===== config.mk =====
export PLATFORM = sky130hd
export DESIGN_NAME = converter_regbank
export DESIGN_NICKNAME = d
export VERILOG_FILES = /design/src/core/converter_regbank.v /design/src/core/pin_sync.v
export VERILOG_INCLUDE_DIRS = /design/src /design/src/common
export SDC_FILE = /design/constraint.sdc
export NUM_CORES = 1
export LEC_CHECK = 0
export ABC_AREA = 1
export ABC_CLOCK_PERIOD_IN_PS = 5100
export BUFFER_PORTS_ARGS = -buffer_cell sky130_fd_sc_hd__buf_2
export CAP_MARGIN = 20
export CORE_ASPECT_RATIO = 0.7
export CORE_MARGIN = 3
export CORE_UTILIZATION = 65
export DETAILED_ROUTE_END_ITERATION = 10
export MAX_ROUTING_LAYER = met4
export PLACE_DENSITY_LB_ADDON = 0.05
export SLEW_MARGIN = 5
export SYNTH_ARGS = -nofsm -noshare
export SYNTH_HDL_FRONTEND = slang
export SYNTH_SLANG_ARGS = --single-unit

===== constraint.sdc =====
create_clock -name i_ref_clk -period 5.1 [get_ports i_ref_clk]
set_input_delay 0.765 -clock i_ref_clk [delete_from_list [all_inputs] [get_ports i_ref_clk]]
set_output_delay 0.765 -clock i_ref_clk [all_outputs]
set_load 0.05 [all_outputs]

===== src/common/regbank_consts.vh =====
// Constants for the converter control and status register bank
`ifndef REGBANK_CONSTS_VH
`define REGBANK_CONSTS_VH

// Register offsets, eight-bit offset field
`define OFS_CONTROL 8'h01
`define OFS_FLAGS 8'h02
`define OFS_IDENTITY 8'h03
`define OFS_VCODE_A 8'h04
`define OFS_VCODE_B 8'h05

// Control register field positions
`define CTL_RANGE 6
`define CTL_ENABLE 5
`define CTL_FORCED 3
`define CTL_RAMP 2
`define CTL_SLEW_HI 1
`define CTL_SLEW_LO 0

// Event flag register field positions
`define FLG_THERMAL 1
`define FLG_POWER 0

// Identity register field positions
`define ID_MAKER_HI 7
`define ID_MAKER_LO 4
`define ID_MAJOR_HI 3
`define ID_MAJOR_LO 2
`define ID_MINOR_HI 1
`define ID_MINOR_LO 0

// Reset contents
`define RST_CONTROL 8'h00
`define RST_FLAGS 2'h0
`define RST_VCODE_A 7'h3c
`define RST_VCODE_B 7'h42
`define RST_MAJOR 2'h1
`define RST_MINOR 2'h0

// Output target arithmetic in millivolts
`define MV_LOW_BASE 13'h0708
`define MV_HIGH_BASE 13'h07e9
`define MV_STEP 13'h0019

// Serial framing
`define BITS_LAST 3'h7
`define READ_BIT 0

`endif


===== src/core/converter_regbank.v =====
// Serial-bus reached control and status register bank of a buck-boost converter
//
// Overview of operation
// - Enable low or lockout restores reset contents
// - Control bit 6 picks low or high range
// - Control bit 5 enables converter, variant reset
// - Control bit 3 forced modulation, resets zero
// - Control bit 2 ramp modulation, resets zero
// - Control bits 1-0 slew code, reset 00
// - Reading flag register requests clearing its flags
// - Thermal flag latches, clears if condition gone
// - Power flag latches, clears if condition gone
// - Identity register read-only: maker, major, minor
// - Select low uses code A for target
// - Select high uses code B, same scale
`include "regbank_consts.vh"

module converter_regbank #(
  parameter [6:0] DEV_ADDR = 7'h5a, // Bus address, arbitrary value
  parameter ENABLE_AT_POWERUP = 1'b1, // Variant choice of enable reset
  parameter [3:0] MAKER_CODE = 4'h9, // Maker code, arbitrary value
  parameter [1:0] MAJOR_REV = `RST_MAJOR, // Major die revision
  parameter [1:0] MINOR_REV = `RST_MINOR // Minor die revision
) (
  input wire i_ref_clk, // 200 MHz system clock
  input wire i_reset, // Asynchronous reset, active high
  input wire i_scl, // Serial clock pin
  input wire i_sda, // Serial data pin, input side
  output wire o_sda_out, // Serial data output, always low
  output wire o_sda_oe, // Serial data pull-low enable
  input wire i_enable_pin, // Device enable pin, low clears registers
  input wire i_undervoltage_lockout, // Input supply under lockout threshold
  input wire i_output_voltage_select_pin, // Selects code A (low) or B (high)
  input wire i_thermal_event, // Overtemperature comparator
  input wire i_power_not_good, // Power-not-good comparator
  output wire o_converter_enable, // Power stage enable
  output wire o_high_range, // Output range select
  output wire o_forced_modulation_mode, // Forced modulation mode
  output wire o_ramp_modulation_mode, // Ramp modulation mode
  output wire [1:0] o_slew_code, // Slew rate code
  output reg [6:0] o_voltage_code, // Selected voltage code
  output reg [12:0] o_target_mv, // Selected target in millivolts
  output wire o_thermal_shutdown_flag, // Sticky thermal flag
  output wire o_power_good_flag // Sticky power-not-good flag
);

  // Serial engine states
  localparam [2:0] ST_IDLE = 3'h0; // Waiting for start
  localparam [2:0] ST_RX = 3'h1; // Receiving a byte
  localparam [2:0] ST_ACK = 3'h2; // Driving acknowledge
  localparam [2:0] ST_TX = 3'h3; // Sending a byte
  localparam [2:0] ST_MACK = 3'h4; // Host acknowledge slot
  // Receive phases
  localparam [1:0] PH_ADDR = 2'h0; // Device address byte
  localparam [1:0] PH_OFS = 2'h1; // Register offset byte
  localparam [1:0] PH_DATA = 2'h2; // Write data bytes

  wire [6:0] pins; // Synchronised pin levels
  wire scl_s = pins[0]; // Serial clock level
  wire sda_s = pins[1]; // Serial data level
  wire clear_s = ~pins[2] | pins[3]; // Volatile contents are lost
  wire output_voltage_select_pin_s = pins[4]; // Voltage select level
  wire therm_s = pins[5]; // Overtemperature present
  wire pngood_s = pins[6]; // Power-not-good present

  reg scl_prev_ff; // Serial clock one cycle ago
  reg sda_prev_ff; // Serial data one cycle ago
  reg [2:0] state_ff, nxt_state; // Engine state
  reg [1:0] phase_ff, nxt_phase; // Receive phase
  reg [2:0] cnt_ff, nxt_cnt; // Bit counter
  reg [7:0] shift_ff, nxt_shift; // Byte shifter
  reg [7:0] ofs_ff, nxt_ofs; // Register pointer
  reg read_ff, nxt_read; // Transfer direction after ack
  reg ack_on_ff, nxt_ack_on; // Acknowledge currently driven
  reg mack_ff, nxt_mack; // Host acknowledged last byte
  reg oe_ff, nxt_oe; // Data pull-low enable
  reg [7:0] ctrl_ff; // Control register
  reg [1:0] flags_ff; // Sticky event flags
  reg [6:0] code_a_ff; // Voltage code A
  reg [6:0] code_b_ff; // Voltage code B
  reg wr_stb; // Write strobe for the current byte
  reg rd_stb; // A register byte is loaded for sending

  // Start, stop and clock edges from the filtered pins
  wire start_ev = scl_s & scl_prev_ff & sda_prev_ff & ~sda_s;
  wire stop_ev = scl_s & scl_prev_ff & ~sda_prev_ff & sda_s;
  wire rise_ev = scl_s & ~scl_prev_ff;
  wire fall_ev = ~scl_s & scl_prev_ff;

  // Register read mux; unmapped offsets read zero
  // Contents come in as arguments so every register is in the caller's sensitivity
  function [7:0] reg_read;
    input [7:0] ofs;
    input [7:0] ctrl;
    input [1:0] flags;
    input [6:0] code_a;
    input [6:0] code_b;
    begin
      case (ofs)
        `OFS_CONTROL: reg_read = ctrl;
        `OFS_FLAGS: reg_read = {6'h00, flags};
        `OFS_IDENTITY: reg_read = {MAKER_CODE, MAJOR_REV, MINOR_REV};
        `OFS_VCODE_A: reg_read = {1'b0, code_a};
        `OFS_VCODE_B: reg_read = {1'b0, code_b};
        default: reg_read = 8'h00;
      endcase
    end
  endfunction

  // Byte at the register pointer, ready for loading into the shifter
  wire [7:0] rd_byte = reg_read(ofs_ff, ctrl_ff, flags_ff, code_a_ff, code_b_ff);

  // Target in millivolts: range base plus code times step
  function [12:0] target_mv;
    input high;
    input [6:0] code;
    begin
      target_mv = (high ? `MV_HIGH_BASE : `MV_LOW_BASE) + {6'h00, code} * `MV_STEP;
    end
  endfunction

  // Synchronise every asynchronous pin; bus pins idle high
  pin_sync #(
    .WIDTH(7),
    .RST_VAL(7'h07)
  ) u_sync (
    .i_ref_clk(i_ref_clk),
    .i_reset(i_reset),
    .i_async({i_power_not_good, i_thermal_event, i_output_voltage_select_pin,
              i_undervoltage_lockout, i_enable_pin, i_sda, i_scl}),
    .o_level(pins)
  );

  // Serial engine next state
  always @* begin
    nxt_state = state_ff;
    nxt_phase = phase_ff;
    nxt_cnt = cnt_ff;
    nxt_shift = shift_ff;
    nxt_ofs = ofs_ff;
    nxt_read = read_ff;
    nxt_ack_on = ack_on_ff;
    nxt_mack = mack_ff;
    nxt_oe = oe_ff;
    wr_stb = 1'b0;
    rd_stb = 1'b0;
    if (start_ev) begin
      // Start or repeated start: new address byte
      nxt_state = ST_RX;
      nxt_phase = PH_ADDR;
      nxt_cnt = 3'h0;
      nxt_oe = 1'b0;
    end else if (stop_ev) begin
      nxt_state = ST_IDLE;
      nxt_oe = 1'b0;
    end else begin
      case (state_ff)
        ST_RX: begin
          if (rise_ev) begin
            nxt_shift = {shift_ff[6:0], sda_s};
            nxt_cnt = cnt_ff + 3'h1;
            if (cnt_ff == `BITS_LAST) begin
              nxt_state = ST_ACK;
              nxt_ack_on = 1'b0;
              nxt_read = 1'b0;
              // Address, then offset, then data bytes
              case (phase_ff)
                PH_ADDR: begin
                  if (shift_ff[6:0] != DEV_ADDR) begin
                    nxt_state = ST_IDLE;
                  end else begin
                    nxt_read = sda_s;
                    nxt_phase = PH_OFS;
                  end
                end
                PH_OFS: begin
                  nxt_ofs = {shift_ff[6:0], sda_s};
                  nxt_phase = PH_DATA;
                end
                default: begin
                  wr_stb = 1'b1;
                end
              endcase
            end
          end
        end
        ST_ACK: begin
          if (fall_ev) begin
            if (!ack_on_ff) begin
              nxt_ack_on = 1'b1;
              nxt_oe = 1'b1;
            end else if (read_ff) begin
              // Load first byte and drive its top bit
              rd_stb = 1'b1;
              nxt_shift = rd_byte;
              nxt_ofs = ofs_ff + 8'h01;
              nxt_oe = ~rd_byte[7];
              nxt_cnt = 3'h0;
              nxt_state = ST_TX;
            end else begin
              nxt_oe = 1'b0;
              nxt_cnt = 3'h0;
              nxt_state = ST_RX;
            end
          end
        end
        ST_TX: begin
          if (fall_ev) begin
            if (cnt_ff == `BITS_LAST) begin
              nxt_oe = 1'b0;
              nxt_mack = 1'b0;
              nxt_state = ST_MACK;
            end else begin
              nxt_shift = {shift_ff[6:0], 1'b0};
              nxt_oe = ~shift_ff[6];
              nxt_cnt = cnt_ff + 3'h1;
            end
          end
        end
        ST_MACK: begin
          if (rise_ev) begin
            nxt_mack = ~sda_s;
          end else if (fall_ev) begin
            if (mack_ff) begin
              rd_stb = 1'b1;
              nxt_shift = rd_byte;
              nxt_ofs = ofs_ff + 8'h01;
              nxt_oe = ~rd_byte[7];
              nxt_cnt = 3'h0;
              nxt_state = ST_TX;
            end else begin
              // Host refused further data
              nxt_state = ST_IDLE;
            end
          end
        end
        default: begin
          nxt_state = ST_IDLE;
          nxt_oe = 1'b0;
        end
      endcase
    end
  end

  // Serial engine registers
  always @(posedge i_ref_clk or posedge i_reset) begin
    if (i_reset) begin
      scl_prev_ff <= 1'b1;
      sda_prev_ff <= 1'b1;
      state_ff <= ST_IDLE;
      phase_ff <= PH_ADDR;
      cnt_ff <= 3'h0;
      shift_ff <= 8'h00;
      ofs_ff <= 8'h00;
      read_ff <= 1'b0;
      ack_on_ff <= 1'b0;
      mack_ff <= 1'b0;
      oe_ff <= 1'b0;
    end else begin
      scl_prev_ff <= scl_s;
      sda_prev_ff <= sda_s;
      state_ff <= nxt_state;
      phase_ff <= nxt_phase;
      cnt_ff <= nxt_cnt;
      shift_ff <= nxt_shift;
      ofs_ff <= nxt_ofs;
      read_ff <= nxt_read;
      ack_on_ff <= nxt_ack_on;
      mack_ff <= nxt_mack;
      oe_ff <= nxt_oe;
    end
  end

  // Register writes; byte taken at its eighth clock rise
  wire [7:0] wr_data = {shift_ff[6:0], sda_s};
  always @(posedge i_ref_clk or posedge i_reset) begin
    if (i_reset) begin
      ctrl_ff <= `RST_CONTROL | ({7'h00, ENABLE_AT_POWERUP} << `CTL_ENABLE);
      code_a_ff <= `RST_VCODE_A;
      code_b_ff <= `RST_VCODE_B;
    // Volatile contents lost, clear beats writes
    end else if (clear_s) begin
      ctrl_ff <= `RST_CONTROL | ({7'h00, ENABLE_AT_POWERUP} << `CTL_ENABLE);
      code_a_ff <= `RST_VCODE_A;
      code_b_ff <= `RST_VCODE_B;
    end else if (wr_stb) begin
      // Other offsets and read-only ones ignore writes
      case (ofs_ff)
        // Reserved bits stored as the host writes them
        `OFS_CONTROL: ctrl_ff <= wr_data;
        `OFS_VCODE_A: code_a_ff <= wr_data[6:0];
        `OFS_VCODE_B: code_b_ff <= wr_data[6:0];
        default: ctrl_ff <= ctrl_ff;
      endcase
    end
  end

  // Sticky flags: a present condition sets, so set wins over the read clear
  wire flag_rd = rd_stb & (ofs_ff == `OFS_FLAGS);
  always @(posedge i_ref_clk or posedge i_reset) begin
    if (i_reset) begin
      flags_ff <= `RST_FLAGS;
    end else if (clear_s) begin
      flags_ff <= `RST_FLAGS;
    end else begin
      flags_ff[`FLG_THERMAL] <= therm_s | (flags_ff[`FLG_THERMAL] & ~flag_rd);
      flags_ff[`FLG_POWER] <= pngood_s | (flags_ff[`FLG_POWER] & ~flag_rd);
    end
  end

  // Selected code and target, registered
  always @(posedge i_ref_clk or posedge i_reset) begin
    if (i_reset) begin
      o_voltage_code <= `RST_VCODE_A;
      o_target_mv <= 13'h0000;
    end else begin
      o_voltage_code <= output_voltage_select_pin_s ? code_b_ff : code_a_ff;
      o_target_mv <= target_mv(ctrl_ff[`CTL_RANGE], output_voltage_select_pin_s ? code_b_ff : code_a_ff);
    end
  end

  assign o_sda_out = 1'b0;
  assign o_sda_oe = oe_ff;
  assign o_high_range = ctrl_ff[`CTL_RANGE];
  assign o_converter_enable = ctrl_ff[`CTL_ENABLE];
  assign o_forced_modulation_mode = ctrl_ff[`CTL_FORCED];
  assign o_ramp_modulation_mode = ctrl_ff[`CTL_RAMP];
  assign o_slew_code = ctrl_ff[`CTL_SLEW_HI:`CTL_SLEW_LO];
  assign o_thermal_shutdown_flag = flags_ff[`FLG_THERMAL];
  assign o_power_good_flag = flags_ff[`FLG_POWER];

endmodule // converter_regbank


===== src/core/pin_sync.v =====
// Three-stage input synchroniser with agreement filter for asynchronous pins
module pin_sync #(
  parameter WIDTH = 1,
  parameter [WIDTH-1:0] RST_VAL = {WIDTH{1'b0}}
) (
  input wire i_ref_clk, // System clock
  input wire i_reset, // Asynchronous reset, active high
  input wire [WIDTH-1:0] i_async, // Pins from outside the clock domain
  output reg [WIDTH-1:0] o_level // Filtered level
);

  reg [WIDTH-1:0] meta_ff; // First stage, read only by the second
  reg [WIDTH-1:0] stage2_ff; // Second stage
  reg [WIDTH-1:0] stage3_ff; // Third stage
  reg [WIDTH-1:0] nxt_level; // Next filtered level
  integer k; // Bit index

  // Accept a change only once stages two and three agree
  always @* begin
    nxt_level = o_level;
    for (k = 0; k < WIDTH; k = k + 1) begin
      if (stage2_ff[k] == stage3_ff[k]) begin
        nxt_level[k] = stage3_ff[k];
      end
    end
  end

  // Shift chain; reset to the idle level of each pin
  always @(posedge i_ref_clk or posedge i_reset) begin
    if (i_reset) begin
      meta_ff <= RST_VAL;
      stage2_ff <= RST_VAL;
      stage3_ff <= RST_VAL;
      o_level <= RST_VAL;
    end else begin
      meta_ff <= i_async;
      stage2_ff <= meta_ff;
      stage3_ff <= stage2_ff;
      o_level <= nxt_level;
    end
  end

endmodule // pin_sync


==> flow_metrics.env <==
export IMPL_drtIter0Drc=437
export IMPL_grt_antenna_before_repair=0
export IMPL_place_detailed_hpwl_um=8770
export IMPL_p_leak_uw=0.00308
export IMPL_rsz0062_at_grt="false"
export IMPL_fp_dieW_um=115
export IMPL_post_cts_buffers=0
export IMPL_synthCells=620
export IMPL_nets=707
export IMPL_powerDensity_nw_per_um2=483
export IMPL_regToRegStartpoint="u_sync.o_level[4]$_DFFE_PP0N_"
export IMPL_multiInputGateArea_sq_um=2470
export IMPL_ys_warnings_count=0
export IMPL_drive_gt1_share_pct=18.4
export IMPL_area_sequential_sq_um=2560
export IMPL_clock_latency_ns=0.35
export IMPL_cts_buffer_depth=2
export IMPL_n_antenna_cell=0
export IMPL_total_power_uw=2890
export IMPL_overflow=0
export IMPL_worst_pin_slew_ns=0.713
export IMPL_synth_cell_type_count=42
export IMPL_hold_path_class="flop to flop"
export IMPL_critPathBufInv=1
export IMPL_timing_max_cap_violations=0
export IMPL_mostFrequentLayoutCell="nand2_1"
export IMPL_design_die_area_sq_um=9500
export IMPL_whs_path_depth=0
export IMPL_r2r_cells=10
export IMPL_cts_resized=0
export IMPL_critPathTopFamily="adder cells"
export IMPL_hold_violations=0
export IMPL_ff2ff_setup_slack_ns=1.15
export IMPL_outcome="finished, final reports clean"
export IMPL_clock_sinks=101
export IMPL_met3_length_um=930
export IMPL_rows=27
export IMPL_period_share_pct=77.5
export IMPL_track_usage_pct=27.5
export IMPL_vias=4290
export IMPL_final_cells=765
export IMPL_highest_layer="met4"
export IMPL_wl_per_cell_um=15.3
export IMPL_synthArstFlopShare_pct=100
export IMPL_cts_hold_buf=0
export IMPL_ant_nets=0
export IMPL_routed_via_density=5.61
export IMPL_grt_pass1_wl_um=19500
export IMPL_cts_reportedPaths_clkPinSlew_ns=0.07
export IMPL_syn_num_nets=668
export IMPL_syn_avg_cell_area_sq_um=8.75
export IMPL_core_area_sq_um=7970
export IMPL_critPathCapture="o_target_mv[9]$_DFF_PP0_"
export IMPL_clock_skew_ns=0.00901
export IMPL_r2r_end="o_target_mv[9]$_DFF_PP0_"
export IMPL_nFillCells=585
export IMPL_max_freq_ghz=0.253
export IMPL_cp_data_arrival_time_ns=4.18
export IMPL_cp_cell_sequence="o21ai_0 > inv_1 > ha_1 > fa_1 > fa_1 > ha_1 > a21oi_1 > a21boi_0 > o21ai_0 > xor2_1"
export IMPL_required_ns=5.33
export IMPL_synth_edf_count=0
export IMPL_routabilityCongestion=0.915
export IMPL_io_buffers=37
export IMPL_ys_flop_type="dfrtp_1"
export IMPL_layout_common_cells="152 x nand2_1, 76 x dfrtp_1, 70 x inv_1"
export IMPL_routed_wl_um=11700
export IMPL_start_kind="flop"
export IMPL_initial_core_util_pct=68.1
export IMPL_cp_end_kind="flop"
export IMPL_grt_max_degree=61
export IMPL_cts_max_level=3
export IMPL_crit_type="flop to flop"
export IMPL_crit_cells=10
export IMPL_ys_seq_area_share_pct=47.1
export IMPL_syn_area_sq_um=5430
export IMPL_synthToLayoutAreaGrowth_pct=10.0
export IMPL_slowest_delay_ns=0.58
export IMPL_clock_root_buffer="clkbuf_16"
export IMPL_slowest_stage="o21ai_0"
export IMPL_slew_violations=0
export IMPL_dp_cells=749
export IMPL_cts_tree="done"
export IMPL_drt_pass1_iterations=5
export IMPL_crit_path_max_fanout=15
export IMPL_top_level_ports=39
export IMPL_ys_seq_elements=101
export IMPL_slew_headroom_pct=52.5
export IMPL_fin_setup_tns_ns=0
export IMPL_drt_met1_wl_um=5650
export IMPL_min_period_ns=3.95
export IMPL_cp_startpoint="u_sync.o_level[4]$_DFFE_PP0N_"
export IMPL_grt_pass1_vias=3995
export IMPL_drc=0
export IMPL_die_height_um=82.5
export IMPL_wl_met2_um=4900
export IMPL_cts_made_buffers=9
export IMPL_setup_viol=0
export IMPL_ir_drop_v=0.000299
## state kept, by name (all words and copies together) (netlist names), 7 cells and up
register          cells
o_target_mv          13
ctrl_ff               8
ofs_ff                8
code_a_ff             7
code_b_ff             7
o_voltage_code        7
shift_ff              7
u_sync.meta_ff        7
u_sync.o_level        7
u_sync.stage2_ff      7
u_sync.stage3_ff      7
## worst min-delay path by stage
| stage | end | from |
|---|---|---|
| 4_1_cts | u_sync.stage2_ff[4]$_DFF_PP0_ | u_sync.meta_ff[4]$_DFF_PP0_ |
| 5_1_grt | u_sync.stage2_ff[3]$_DFF_PP0_ | u_sync.meta_ff[3]$_DFF_PP0_ |
| 3_5_place_dp | u_sync.stage2_ff[4]$_DFF_PP0_ | u_sync.meta_ff[4]$_DFF_PP0_ |
| 6_report | u_sync.stage2_ff[4]$_DFF_PP0_ | u_sync.meta_ff[4]$_DFF_PP0_ |
| 3_3_place_gp | u_sync.stage2_ff[4]$_DFF_PP0_ | u_sync.meta_ff[4]$_DFF_PP0_ |
| 2_1_floorplan | u_sync.stage2_ff[3]$_DFF_PP0_ | u_sync.meta_ff[3]$_DFF_PP0_ |
## area by class of cell
cell class / instances / area share, %
flip-flops and latches: 101 / 42.8
multi-input cells: 427 / 41.4
clock buffers: 9 / 3.77
inverters: 81 / 5.24
clock inverters: 7 / 1.30
repair buffers: 39 / 3.35
well taps: 101 / 2.12
## power by group
group,leakage [uW],switching [uW],internal (uW),total [uW]
logic,0.00170,765,364,1130
clock network,0.000149,331,348,679
registers,0.00123,108,971,1080
total,0.00308,1200,1680,2890
## metal layers
metal  vias up  GRT usage [%]
met2       164           38.6
met3        18           6.05
met5         -              -
li1       2066              -
met4         0           8.91
met1      2042           39.8
## per-stage QoR
step                cell area [sq um]  worst slack, ns  utilization, %  hold slack (ns)
CTS                              5970             1.17            74.9            0.353
floorplan                        5430             1.70               -            0.331
detailed placement               5670             1.19            71.1            0.336
global placement                 5670             1.32            71.1            0.337
global route                     5970            0.862            74.9            0.364
finish                           5970             1.15            74.9            0.352
## Yosys cell counts (6+ instances only)
cell	number	area [sq um]
fa_1	6	120
nand4_1	12	75.1
ha_1	33	413
nand3_1	51	255
dfstp_2	25	657
buf_4	7	52.6
nor2_1	53	199
inv_1	71	267
maj3_1	7	70.1
inv_2	8	30.0
nand2_1	152	571
o21ai_0	39	195
xor2_1	6	52.6
dfrtp_1	76	1900
nor2_2	6	37.5
a21oi_1	16	80.1
## logic make-up after synthesis
kind of cell | Yosys count | share of synthesized area, %
AOI/OAI and AO/OA | 74 | 7.79
xor gates and xnor gates | 10 | 1.61
adders and majority gates | 46 | 11.1
buffers and inverters | 92 | 7.33
DFF | 101 | 47.1
other | 1 | 0.0691
and+or+nand+nor | 296 | 24.9
Power figures use the tool's default switching activity.
